<file path="src/include/opmode_cfg.svh">
// offsets, field positions, reset values and masks of the operating mode register bank
`ifndef OPMODE_CFG_SVH
`define OPMODE_CFG_SVH

// byte offsets on the register bus
`define OFS_SETTINGS    12'h000
`define OFS_IRQ_STATUS  12'h004
`define OFS_IRQ_MASK    12'h008
`define OFS_STATE       12'h00c

// settings register fields
`define BIT_SOFT_RESET  9
`define BIT_LATCH       7
`define BIT_PUSH_PULL   6
`define BIT_BUSY_SEL    5
`define BIT_ALARM_EN    4
`define BIT_POL_OUT0    3
`define BIT_OUT1        2
`define PD_MSB          1
`define PD_LSB          0
`define SETTINGS_RESET  16'h00c0
`define SETTINGS_WMASK  16'h00ff

// interrupt status bits
`define IRQ_ALARM_SET   0
`define IRQ_ALARM_CLR   1
`define IRQ_SOFT_RESET  2
`define IRQ_WIDTH       3

`endif

</file>
<file path="src/include/opmode_pkg.sv">
// types shared by the operating mode register bank
package opmode_pkg;
  typedef enum logic [1:0] {
    pd_all_off,
    pd_ref_only,
    pd_bias_only,
    pd_both_on
  } power_mode_type;
endpackage

</file>
<file path="src/hdl/alarm_pin_drive.sv">
// output stage of the shared alarm / busy / general output 0 pin
module alarm_pin_drive (
  // clock and reset
  input  wire logic clk,
  input  wire logic nrst,
  // function selection
  input  wire logic alarm_function_enable,
  input  wire logic busy_select,
  input  wire logic alarm_polarity_or_out0_level,
  input  wire logic push_pull,
  // internal sources
  input  wire logic alarm_state,
  input  wire logic conv_busy,
  // pin
  output logic      pin_o,
  output logic      pin_oe
);
  logic active;
  logic level;

  // busy view replaces the alarm only in alarm mode
  assign active = busy_select ? conv_busy : alarm_state;
  // polarity in alarm mode, plain level otherwise
  assign level  = alarm_function_enable ?
                  (alarm_polarity_or_out0_level ? active : ~active) :
                  alarm_polarity_or_out0_level;

  // registered so the pin never glitches on mux changes
  always_ff @(posedge clk or negedge nrst) begin
    if (!nrst) begin
      pin_o  <= 1'b0;
      pin_oe <= 1'b1;
    end else begin
      pin_o  <= push_pull ? level : 1'b0;
      pin_oe <= push_pull | ~level;
    end
  end
endmodule

</file>
<file path="src/hdl/opmode_regs.sv">
// operating mode register bank with apb slave, alarm latch and interrupt
//
// Chosen here: the register offsets and register access over APB.
`include "opmode_cfg.svh"
module opmode_regs
  import opmode_pkg::*;
(
  // clock and reset
  input  wire logic        clk,
  input  wire logic        nrst,
  // apb slave
  input  wire logic        psel,
  input  wire logic        penable,
  input  wire logic        pwrite,
  input  wire logic [11:0] paddr,
  input  wire logic [31:0] pwdata,
  input  wire logic [3:0]  pstrb,
  output logic      [31:0] prdata,
  output logic             pready,
  output logic             pslverr,
  // converter events
  input  wire logic        alarm_trip,
  input  wire logic        hyst_release,
  input  wire logic        alert_read,
  input  wire logic        conv_busy,
  // soft reset actions
  output logic             soft_reset_pulse,
  output logic             trim_reload,
  // shared alarm pin and general output 1
  output logic             alarm_pin_o,
  output logic             alarm_pin_oe,
  output logic             general_out1,
  // power control
  output logic             bias_on,
  output logic             ref_on,
  // interrupt
  output logic             irq
);
  logic [15:0]            settings;
  logic                   soft_reset_trigger;
  logic                   alarm_state;
  logic [`IRQ_WIDTH-1:0]  irq_status;
  logic [`IRQ_WIDTH-1:0]  irq_mask;
  logic                   access_q;

  // address decode
  wire sel_settings = (paddr == `OFS_SETTINGS);
  wire sel_status   = (paddr == `OFS_IRQ_STATUS);
  wire sel_mask     = (paddr == `OFS_IRQ_MASK);
  wire sel_state    = (paddr == `OFS_STATE);
  wire mapped       = sel_settings | sel_status | sel_mask | sel_state;

  // one wait state: data is registered in the first access cycle
  wire access_first = psel & penable & ~access_q;
  wire wr_done      = psel & penable & access_q & pwrite;
  wire wr_settings  = wr_done & sel_settings;
  wire wr_status    = wr_done & sel_status;
  wire wr_mask      = wr_done & sel_mask;

  // byte lanes merge into the 16-bit settings
  wire [15:0] lane_mask = {{8{pstrb[1]}}, {8{pstrb[0]}}};
  wire [15:0] wr_value  = pwdata[15:0] & `SETTINGS_WMASK;
  wire [15:0] next_settings = (settings & ~(lane_mask & `SETTINGS_WMASK)) |
                              (wr_value & lane_mask);

  // named fields
  wire latch_mode            = settings[`BIT_LATCH];
  wire push_pull             = settings[`BIT_PUSH_PULL];
  wire alarm_function_enable = settings[`BIT_ALARM_EN];
  wire alarm_polarity_or_out0_level = settings[`BIT_POL_OUT0];
  // busy only acts and reads back while alarm mode is on
  wire busy_select = settings[`BIT_BUSY_SEL] & alarm_function_enable;
  wire power_mode_type pd_mode = power_mode_type'(settings[`PD_MSB:`PD_LSB]);

  // read view of settings: self-clearing trigger and masked busy
  wire [15:0] settings_view = {6'h00, soft_reset_trigger, 1'b0, settings[7:6],
                               busy_select, settings[4:0]};

  wire soft_reset_trigger_request = wr_settings & pstrb[1] & pwdata[`BIT_SOFT_RESET];

  // alarm release conditions differ by latch mode
  wire alarm_release = alert_read | (~latch_mode & hyst_release);

  wire [`IRQ_WIDTH-1:0] irq_events;
  assign irq_events[`IRQ_ALARM_SET]  = alarm_trip & ~alarm_state & ~soft_reset_trigger;
  assign irq_events[`IRQ_ALARM_CLR]  = alarm_state & ~alarm_trip &
                                       (alarm_release | soft_reset_trigger);
  assign irq_events[`IRQ_SOFT_RESET] = soft_reset_trigger;

  // settings keep their value through a soft reset; only nrst restores them
  always_ff @(posedge clk or negedge nrst) begin
    if (!nrst) begin
      settings <= `SETTINGS_RESET;
    end else if (wr_settings) begin
      settings <= next_settings;
    end
  end

  // trigger lives one cycle, then reads as zero
  always_ff @(posedge clk or negedge nrst) begin
    if (!nrst) begin
      soft_reset_trigger <= 1'b0;
    end else begin
      soft_reset_trigger <= soft_reset_trigger_request;
    end
  end

  // alarm latch; soft reset wins, then a new trip wins over a release
  always_ff @(posedge clk or negedge nrst) begin
    if (!nrst) begin
      alarm_state <= 1'b0;
    end else if (soft_reset_trigger) begin
      alarm_state <= 1'b0;
    end else if (alarm_trip) begin
      alarm_state <= 1'b1;
    end else if (alarm_release) begin
      alarm_state <= 1'b0;
    end
  end

  // sticky interrupt status, write one to clear, set beats clear
  always_ff @(posedge clk or negedge nrst) begin
    if (!nrst) begin
      irq_status <= '0;
    end else begin
      irq_status <= (irq_status & ~(wr_status ? pwdata[`IRQ_WIDTH-1:0] : '0)) | irq_events;
    end
  end

  // interrupt mask, same layout as the status bits
  always_ff @(posedge clk or negedge nrst) begin
    if (!nrst) begin
      irq_mask <= '0;
    end else if (wr_mask) begin
      irq_mask <= pwdata[`IRQ_WIDTH-1:0];
    end
  end

  // read mux
  wire [31:0] read_value =
    sel_settings ? {16'h0000, settings_view} :
    sel_status   ? {29'h0, irq_status} :
    sel_mask     ? {29'h0, irq_mask} :
    sel_state    ? {27'h0, conv_busy, bias_on, ref_on, alarm_pin_o, alarm_state} :
                   32'h0000_0000;

  // apb answer registers
  always_ff @(posedge clk or negedge nrst) begin
    if (!nrst) begin
      access_q <= 1'b0;
      prdata   <= '0;
      pslverr  <= 1'b0;
    end else begin
      access_q <= access_first;
      if (access_first) begin
        prdata  <= pwrite ? 32'h0000_0000 : read_value;
        pslverr <= ~mapped;
      end
    end
  end
  assign pready = access_q;

  // soft reset side effects toward result, alert and trim logic
  assign soft_reset_pulse = soft_reset_trigger;
  assign trim_reload      = soft_reset_trigger;

  // power and general output pins are registered copies of the fields
  always_ff @(posedge clk or negedge nrst) begin
    if (!nrst) begin
      general_out1 <= 1'b0;
      bias_on      <= 1'b0;
      ref_on       <= 1'b0;
    end else begin
      general_out1 <= settings[`BIT_OUT1];
      bias_on      <= (pd_mode == pd_bias_only) | (pd_mode == pd_both_on);
      ref_on       <= (pd_mode == pd_ref_only) | (pd_mode == pd_both_on);
    end
  end

  // level interrupt, high while any unmasked status bit is set
  assign irq = |(irq_status & irq_mask);

  // shared pin stage
  alarm_pin_drive pin_stage (
    .clk                          (clk),
    .nrst                         (nrst),
    .alarm_function_enable        (alarm_function_enable),
    .busy_select                  (busy_select),
    .alarm_polarity_or_out0_level (alarm_polarity_or_out0_level),
    .push_pull                    (push_pull),
    .alarm_state                  (alarm_state),
    .conv_busy                    (conv_busy),
    .pin_o                        (alarm_pin_o),
    .pin_oe                       (alarm_pin_oe)
  );
endmodule

</file>
<file path="config.mk">
export PLATFORM = sky130hd
export DESIGN_NAME = opmode_regs
export DESIGN_NICKNAME = d
export VERILOG_FILES = /design/src/include/opmode_pkg.sv /design/src/hdl/alarm_pin_drive.sv /design/src/hdl/opmode_regs.sv
export VERILOG_INCLUDE_DIRS = /design/src /design/src/include
export SDC_FILE = /design/constraint.sdc
export NUM_CORES = 1
export LEC_CHECK = 0
export BUFFER_PORTS_ARGS = -buffer_cell sky130_fd_sc_hd__buf_2
export CORE_ASPECT_RATIO = 0.7
export CORE_MARGIN = 3
export CORE_UTILIZATION = 24
export DETAILED_ROUTE_END_ITERATION = 7
export PLACE_DENSITY_LB_ADDON = 0.12
export SETUP_SLACK_MARGIN = 0.05
export SLEW_MARGIN = 40
export SYNTH_ARGS = -nofsm -noshare
export SYNTH_HDL_FRONTEND = slang
export SYNTH_HIERARCHICAL = 1
export SYNTH_SLANG_ARGS = --single-unit
export TNS_END_PERCENT = 10
</file>
<file path="constraint.sdc">
create_clock -name clk -period 2.71 [get_ports clk]
set_input_delay 0.542 -clock clk [delete_from_list [all_inputs] [get_ports clk]]
set_output_delay 0.542 -clock clk [all_outputs]
set_load 0.005 [all_outputs]
</file>
* Word level (Yosys, flattened, before mapping)
Cells that the tools add are included.
Widths: inputs -> output; s select.
** Operators by class
- Multiplexer cells :: 13
- Bitwise logic cells :: 39
- Reductions and logical operators :: 3
- Eq/ne operators :: 6
** Operator list (number)
- $eq 12x4->1 const B :: 2
- $mux 10 :: 2
- $and 16x16->16 :: 1
- $and 8x16->16 :: 1
- $not 8->16 :: 1
- $or 16x16->16 :: 1
- $and 1x1->1 :: 15
- $mux 5 :: 3
- $eq 12x3->1 const B :: 1
- $logic_not 12->1 :: 1
- $not 1->1 :: 8
- $or 1x1->1 :: 8
- $mux 1 :: 7
- $and 3x3->3 :: 2
- $eq 2x2->1 const B :: 2
- $mux 3 :: 1
- $not 3->3 :: 1
- $or 3x3->3 :: 1
- $reduce_bool 3->1 :: 1
- $reduce_or 3->1 :: 1
- $eq 2x1->1 const B :: 1
** Storage, ports and cells
- Register bits :: 63
- Logic and storage cells :: 74
- Input bits :: 57
- Output and inout bits :: 42

* Logic depth before layout (Yosys ltp)
Gate-level depths: netlist of run 1.
- Depth after elaboration :: 8
- Depth in mapped cells :: 5
- Mapped depth without buffers :: 4

* Cells and area by module
The synthesis of run 1 kept the hierarchy.
** By module, submodules not included
- opmode_regs :: cells each 124, area an instance 1507.7 um^2, instances 1
- alarm_pin_drive :: cells each 11, area an instance 115.1 um^2, instances 1

* Least setup slack after synthesis of run 1
No wires, ideal clock.
- Path kind :: input to register
- Start :: input port paddr[9]
- End :: register irq_mask[0]
- Data required time :: 2585 ps
- Path slack :: 838 ps
- Library setup time :: 125 ps
- Data arrival time :: 1747 ps
- Cell stages on the path :: 5
- Cells stage by stage :: nor4_2 and3_1 buf_4 and4b_1 mux2_2
** Between the ends
- Longest elaborated chain between the ends :: 2
** Ends and longest elaborated chain
- start: declaration :: RTL line opmode_regs.sv:15 : input wire logic [11:0] paddr,
- $eq 12x4->1 (no line)
- $and 1x1->1 :: RTL line opmode_regs.sv:58 : wire wr_mask = wr_done & sel_mask;
- end signal: assignment :: RTL line opmode_regs.sv:135 : irq_mask <= pwdata[`IRQ_WIDTH-1:0];
- end: declaration :: RTL line opmode_regs.sv:43 : logic [`IRQ_WIDTH-1:0] irq_mask;
Every way passes these cells.
A chain may end at the register's enable or synchronous reset.

* Worst setup path after layout of run 1
- Start :: input port paddr[9]
- End :: register irq_mask[2]
Same word-level chain as after synthesis.

==> metrics.yaml, run 1 <==
leakage_nw: 0.9829
diodes: 0
io_pins: 99
finalHoldViolCount: 0
start_util_pct: 25.37
async_flop_share_pct: 100.0
cts_made_buffers: 5
synth-seq-area-share_pct: 49.58
area_growth_pct: 20.20
drive_gt1_share_pct: 44.09
critPathCaptureType: "flip-flop"
gp_congestion: 0.8056
critPathMaxFanout: 6
clk_path_buf_depth: 2
final_area_sq_mm: 0.001951
grt_pass1_wl_mm: 6.451
tightest_slew_ps: 524.3
clkSinkCount: 32
cpLargestDelayFamily: "simple AND/OR/NAND/NOR gates"
vias_per_cell: 4.224
nets: 242
clk_pin_slew_ps: 70
fin_util_pct: 30.50
overflow: 0
die_h_microns: 74.80
peakVddDrop_v: 0.0001556
ff_latch_area_sq_um: 804.5
grt_pass1_vias: 1180
critPathSlowestCell: "nor4_2"
wire_per_inst_microns: 14.38
clkLatencyLatePin_ps: 280
vias: 1170
design.die.area_sq_mm: 0.007801
cap_violations: 0
place.port_buffers: 50
die_x_microns: 104.3
cp.arrival_ps: 2130
antenna_found_initial: 0
multi_input_area_sq_um: 683.2
firstDrtPassIters: 4
placed_cell_area_sq_mm: 0.001867
cp.buffers_inverters: 1
finClkSkew_ps: 6.939
synth_area_sq_mm: 0.001623
required_ps: 2880
drcViolationCount: 0
rows: 24
ant_nets: 0
crit_path_cell_trace: "buf_2, nor4_2, and3_1, and4b_1, mux2_2"
power_mw: 0.9064
synth_flop_cell: "dfrtp_1"
synth-seq-cells: 32
cts_setup_buffers: 0
cts_root_buffer: "clkbuf_8"
drtIter0Drc: 51
cts_tree: "built"
hpwl_mm: 3.136
grt_use_total_pct: 10.80
drv_slew: 0
synth-edff-count: 0
rsz0062_at_grt: "no"
grt_max_degree: 33
status: "finished, final reports clean"
period_share_pct: 72.47
cts.htree.levels: 2
syn-instance-count: 135
power_density_mw_per_mm2: 464.7
crit_path_start_kind: "primary input"
fin_crit_ps: 1964
cts_resized: 0
ys_warn_count: 6
synth_cell_types: 38
path_class: "in2reg"
holdWs_ps: 197.3
worst-r2r-setup-slack_ps: 990
wl_mm: 3.983
avgSynthCellArea_sq_um: 12.02
hold_class: "in2async"
slowest_delay_ps: 380
fillers: 667
relSlewSlack_pct: 64.78
setup_tns_ps: 0
core_area_sq_mm: 0.006396
max_freq_ghz: 0.5092
setup_violations: 0
cts_hold_buf: 0
==> cell families after synthesis <==
family	Yosys count	share of synthesized area, %
compound gates	22	10.49
buf+inv	33	13.42
flops	32	49.58
mux	15	12.41
other cells	1	0.2311
simple gates	32	13.88
==> cells in the final DEF (no fill, tap or decap), types with 3 or more instances in the layout <==
cell / instances
buf_2: 49
dfrtp_1: 29
conb_1: 23
mux2_2: 11
nor2_1: 5
nand2_1: 5
clkbuf_8: 5
inv_1: 4
a21oi_1: 4
a22o_1: 4
o21ai_0: 3
mux4_2: 3
a32o_1: 3
dfstp_2: 3
==> metrics by stage <==
| step | setup WS [ps] | cells |
|---|---|---|
| 5_1_grt | 604.7 | 277 |
| 3_5_place_dp | 436.0 | 269 |
| 4_1_cts | 738.5 | 277 |
| 3_3_place_gp | 527.4 | 269 |
| 6_report | 746.1 | 277 |
| 2_1_floorplan | 838.4 | 157 |
==> layout make-up <==
class,instances,share of cell area (%)
Timing Repair Buffer,50,12.96
Sequential cell,32,41.24
Tap cell,91,5.837
Clock buffer,7,3.913
Inverter,4,0.7697
Clock inverter,1,0.2566
Multi-Input combinational cell,92,35.02
==> final timing paths <==
check | to | cells after the start | start
max reg2reg | irq_status[1] | 4 | pready
max in group asynchronous | pin_stage/pin_oe | 1 | nrst
min in group clk | bias_on | 0 | flip-flop
max | irq_mask[2] | 5 | paddr[9]
min reg2reg | bias_on | 0 | flip-flop
min | prdata[7] | 1 | nrst
==> layer usage <==
metal	global-route usage [%]	vias up	routed length, microns
li1	-	544	-
met1	15.19	561	1949
met2	15.74	57	1679
met3	3.342	8	292
met4	3.982	0	61
met5	0	-	0
==> synth_stat cells (2+ instances only) <==
library cell	number	area, sq um
o21ai_0	3	15.01
mux2_2	11	123.9
a21oi_1	4	20.02
inv_1	4	15.01
a22oi_1	2	15.01
dfstp_2	3	78.83
nand4_1	2	12.51
nand2b_1	2	12.51
clkbuf_1	4	15.01
nor2b_1	2	12.51
a211o_1	2	17.52
mux4_2	3	67.56
nor4_2	2	25.02
nor2_1	5	18.77
buf_4	25	187.7
a22o_1	4	35.03
nand2_1	5	18.77
a32o_1	3	30.03
dfrtp_1	29	725.7
and2_1	2	12.51
==> power breakdown <==
group | switching, mW | internal (mW) | total, mW
clock | 0.167 | 0.180 | 0.347
sequential | 0.00347 | 0.482 | 0.485
combinational | 0.0449 | 0.0292 | 0.0741
No activity file was read; power rests on OpenSTA's default activity.
==> inputs of run 2 (changes only) <==
Clock period 2.71 ns to 1.7 ns, I/O delays scaled along.
==> metrics.yaml, run 2 (synthesized netlist as in run 1, its figures left out) <==
status: "finished, violations left"  # was finished, final reports clean
violations: "hold timing"
grt_max_degree: 33  # unchanged
diodes: 0  # unchanged
final_common_cell: "buf_2"  # unchanged
clkSinkCount: 32  # unchanged
critPathCaptureType: "flip-flop"  # unchanged
crit_path_start_kind: "flip-flop"  # was primary input
cp.buffers_inverters: 0  # was 1
slowest_delay_ps: 440  # was 380 ps
cts_root_buffer: "clkbuf_8"  # unchanged
fin_ws_ps: 95.11  # was 746.1 ps
power_frac_clock_pct: 40.2  # was 38.3%
setup_violations: 0  # unchanged
cp.arrival_ps: 1770  # was 2130 ps
cts_made_buffers: 5  # unchanged
core_area_sq_mm: 0.006396  # unchanged
cts.htree.levels: 2  # unchanged
rows: 24  # unchanged
clk_pin_slew_ps: 70  # about the same
swShare_pct: 24.10  # was 23.76%
p_seq_share_pct: 51.4  # was 53.6%
area_growth_pct: 24.90  # was 20.20%
critPathSlowestCell: "or3b_4"  # was nor4_2
path_class: "reg2reg"  # was in2reg
fillers: 692  # was 667
finalHoldViolCount: 27  # was 0
design.die.area_sq_mm: 0.007801  # unchanged
holdWs_ps: -17.71  # was 197.3 ps
drcViolationCount: 0  # unchanged
cts_tree: "built"  # unchanged
grt_pass1_wl_mm: 6.444  # was 6.451 mm
intPower_mw: 1.141  # was 0.6911 mW
antenna_found_initial: 0  # unchanged
nets: 248  # was 242
die_h_microns: 74.80  # unchanged
power_mw: 1.504  # was 0.9064 mW
critPathMaxFanout: 4  # was 6
overflow: 0  # unchanged
grt_use_total_pct: 10.92  # was 10.80%
rsz0062_at_grt: "yes"  # was no
place.port_buffers: 50  # unchanged
drtIter0Drc: 45  # was 51
vias: 1167  # was 1,170
die_x_microns: 104.3  # unchanged
switchingPower_mw: 0.3624  # was 0.2154 mW
ff_latch_area_sq_um: 804.5  # unchanged
clkLatencyLatePin_ps: 280  # about the same
cpLargestDelayFamily: "simple AND/OR/NAND/NOR gates"  # unchanged
crit_path_cell_trace: "and4_1, nand4_1, or3b_4, a211o_1"  # was buf_2, nor4_2, and3_1, and4b_1, mux2_2
wl_mm: 4.032  # was 3.983 mm
clk_path_buf_depth: 2  # unchanged
start_util_pct: 25.37  # unchanged
drive_gt1_share_pct: 47.92  # was 44.09%
place_ws_ps: -253.6  # was 436.0 ps
final_cell_mix: "buf_2, dfrtp_1, conb_1"  # unchanged
hpwl_mm: 3.198  # was 3.136 mm
period_share_pct: 94.41
power_density_mw_per_mm2: 741.8  # was 464.7 mW/mm^2
io_pins: 99  # unchanged
ant_nets: 0  # unchanged
grt_pass1_vias: 1210  # was 1,180
max_freq_ghz: 0.6231
vias_per_cell: 4.124  # was 4.224
required_ps: 1870  # was 2880 ps
cap_violations: 0  # unchanged
wire_per_inst_microns: 14.25  # was 14.38 microns
peakVddDrop_v: 0.0002114  # was 0.0001556 V
hold_class: "in2async"  # unchanged
finClkSkew_ps: 4.223  # was 6.939 ps
gp_congestion: 0.7243  # was 0.8056
leakage_nw: 1.025  # was 0.9829 nW
fin_crit_ps: 1605
multi_input_area_sq_um: 703.2  # was 683.2 sq um
drv_slew: 0  # unchanged
firstDrtPassIters: 4  # unchanged
pwr-share-comb_pct: 8.4  # was 8.2%
run 2: changes by cell type in the layout (fill, tap and decap cells not counted), sizes merged:
cell | before | now
buf | 50 | 56
clkbuf | 7 | 6
clkinv | 1 | 2
run 2: per-layer routing:
metal	vias to the layer above	part of all wire [%]	global-route usage, %	wire [microns]
met5	-	0	0	0
met4	0	1.5	4.425	60
met3	7	7.2	3.513	289
met2	53	42	16.17	1699
met1	560	49	14.94	1982
li1	547	-	-	-
run 2: what timing repair did:
| action | CTS | global route |
|---|---|---|
| setup endpoints to repair | 2 | 6 |
| gates cloned | 0 | 0 |
| pin swaps | 0 | 0 |
| setup buffers | 0 | 0 |
| gates resized for setup | 1 | 2 |
| hold buffers | 0 | 0 |
run 2: power by group through the flow:
stage               sequential (mW)  clock (mW)  combinational, mW
global route                  0.774       0.663              0.143
detailed placement            0.787           0              0.125
global placement              0.787           0              0.123
floorplan                     0.787           0             0.0846
finish                        0.773       0.604              0.127
CTS                           0.773       0.622              0.125
run 2: per-stage QoR:
step	setup TNS [ps]	cell area, sq um	hold WS, ps	std cells	util (%)
after floorplan	0	1714	44.41	157	-
after global placement	-1951	1921	378.6	275	30.03
after detailed placement	-2285	1921	391.5	275	30.03
after CTS	0	2014	137.8	283	31.49
after global routing	0	2027	11.19	283	31.69
final	0	2027	-17.71	283	31.69
run 2: cell type report:
cell class              instances  share of cell area [%]
flip-flops and latches         32                   39.69
inverters                       4                  0.7407
clock inverters                 2                  0.4938
well taps                      91                   5.617
multi-input cells              92                   34.69
clock buffers                   6                   4.074
repair buffers                 56                   14.69
run 2: path summary, 6_finish.rpt:
check / cells past startpoint / start / slack [ps] / end
max reg2reg: 4 / pready / 100 / irq_status[0]
min reg2reg: 0 / flip-flop / 400 / general_out1
min in group clk: 3 / pstrb[1] / 290 / soft_reset_pulse
min: 1 / nrst / -20 / prdata[6]
max in group asynchronous: 1 / nrst / 1380 / pin_stage/pin_oe
max: 4 / pready / 100 / irq_status[0]
run 2: worst register-to-register path, stage by stage, from the launching register on:
cell and delay, ps:
dfrtp_1 370, and4_1 230, nand4_1 150, or3b_4 440
a211o_1 300
==> inputs of run 3 (changes only) <==
Settings changed: CORE_ASPECT_RATIO 0.7 to 1.4.
==> metrics.yaml, run 3 (synthesized netlist as in run 1, its figures left out) <==
grt_pass1_wl_mm: 6.313  # was 6.444 mm
antenna_found_initial: 0  # unchanged
wire_per_inst_microns: 15.01  # was 14.25 microns
final_cell_mix: "buf_2, dfrtp_1, conb_1"  # unchanged
grt_max_degree: 33  # unchanged
intPower_mw: 1.188  # was 1.141 mW
power_density_mw_per_mm2: 767.8  # was 741.8 mW/mm^2
fin_util_pct: 31.65  # was 31.69%
relSlewSlack_pct: 51.47
overflow: 0  # unchanged
drcViolationCount: 0  # unchanged
finClkSkew_ps: 4.332  # was 4.223 ps
switchingPower_mw: 0.3627  # was 0.3624 mW
core_area_sq_mm: 0.006381  # was 0.006396 sq mm
nets: 251  # was 248
cp.arrival_ps: 1780  # was 1770 ps
power_frac_clock_pct: 42.1  # was 40.2%
swShare_pct: 23.39  # was 24.10%
cts.htree.levels: 2  # unchanged
die_x_microns: 75.50  # was 104.3 microns
cts_root_buffer: "clkbuf_8"  # unchanged
fin_crit_ps: 1615  # was 1605 ps
die_h_microns: 103.3  # was 74.80 microns
cts_made_buffers: 5  # unchanged
clkSinkCount: 32  # unchanged
vias: 1163  # was 1,167
critPathMaxFanout: 4  # unchanged
peakVddDrop_v: 0.0003650  # was 0.0002114 V
clk_pin_slew_ps: 70  # about the same
leakage_nw: 1.038  # was 1.025 nW
final_area_sq_mm: 0.002019  # was 0.002027 sq mm
hpwl_mm: 3.176  # was 3.198 mm
critPathCaptureType: "flip-flop"  # unchanged
path_class: "reg2reg"  # unchanged
vias_per_cell: 4.356  # was 4.124
cts_tree: "built"  # unchanged
rsz0062_at_grt: "yes"  # unchanged
wl_mm: 4.008  # was 4.032 mm
grt_pass1_vias: 1240  # was 1,210
start_util_pct: 25.43  # was 25.37%
firstDrtPassIters: 4  # unchanged
design.die.area_sq_mm: 0.007798  # was 0.007801 sq mm
r2r_cells: 4  # unchanged
placed_cell_area_sq_mm: 0.001904  # was 0.001921 sq mm
grt_use_total_pct: 11.21  # was 10.92%
pwr-share-comb_pct: 8.1  # was 8.4%
status: "finished, final reports clean"  # was finished, violations left
drtIter0Drc: 29  # was 45
place.port_buffers: 50  # unchanged
clkLatencyLatePin_ps: 280  # about the same
hold_class: "in2async"  # unchanged
setup_violations: 0  # unchanged
p_seq_share_pct: 49.7  # was 51.4%
max_freq_ghz: 0.6191  # was 0.6231 GHz
crit_path_start_kind: "flip-flop"  # unchanged
clk_path_buf_depth: 2  # unchanged
area_growth_pct: 24.44  # was 24.90%
cap_violations: 0  # unchanged
drv_slew: 0  # unchanged
rows: 34  # was 24
fillers: 681  # was 692
tightest_slew_ps: 728.0
gp_congestion: 0.7449  # was 0.7243
finalHoldViolCount: 0  # was 27
drive_gt1_share_pct: 47.18  # was 47.92%
ant_nets: 0  # unchanged
required_ps: 1870  # about the same
period_share_pct: 95.01  # was 94.41%
final_common_cell: "buf_2"  # unchanged
io_pins: 99  # unchanged
diodes: 0  # unchanged
-- run 3: cell type report --
| type | instances | area, sq um | share of cell area [%] |
|---|---|---|---|
| timing repair buffer | 59 | 317.8 | 15.74 |
| clock buffer | 8 | 100.1 | 4.957 |
| sequential | 32 | 804.5 | 39.84 |
| inverter | 4 | 15.01 | 0.7435 |
| multi-input combinational | 92 | 691.9 | 34.26 |
| tap | 72 | 90.09 | 4.461 |
-- run 3: routing by layer --
| metal | vias to the layer above | global-route usage [%] | part of all wire, % |
|---|---|---|---|
| met3 | 5 | 3.675 | 6.5 |
| li1 | 557 | - | - |
| met1 | 553 | 12.46 | 40 |
| met2 | 48 | 19.03 | 51 |
| met5 | - | 0 | 0 |
| met4 | 0 | 5.249 | 1.9 |
-- run 3: worst paths after layout --
check	startpoint	to	slack (ps)
max	pready	irq_status[0]	80
min	nrst	async pin	110
max reg2reg	pready	irq_status[0]	80
min reg2reg	flip-flop	ref_on	400
max in group asynchronous	nrst	prdata[0]	1120
min in group clk	pwdata[3]	flip-flop	280
-- run 3: stage by stage --
stage	std cells	hold WS, ps	total power, mW	setup slack, ps	TNS, ps
final	267	107.7	1.551	84.86	0
after global routing	267	157.5	1.637	11.95	0
after CTS	265	136.0	1.570	69.43	0
after detailed placement	257	392.2	0.9130	-165.0	-1962
after global placement	257	385.8	0.9113	-140.6	-1715
after floorplan	157	44.41	0.8714	50.23	0
-- run 3: power groups by stage --
stage               logic, mW  registers, mW  clock network [mW]
floorplan              0.0846          0.787                   0
global placement        0.125          0.786                   0
detailed placement      0.127          0.786                   0
CTS                     0.128          0.771               0.671
global route            0.145          0.772               0.721
finish                  0.126          0.771               0.653
-- run 3: critical path: stages (launching register included) --
cell	delay, ps
dfrtp_1	370
and4_1	240
nand4_1	160
or3b_4	440
a211o_1	300
-- run 3: repair_timing --
action / 4_1_cts / 5_1_grt
gates resized for setup: 0 / 0
setup endpoints to repair: 0 / 9
hold buffers: 0 / 0
buffers inserted: 0 / 2
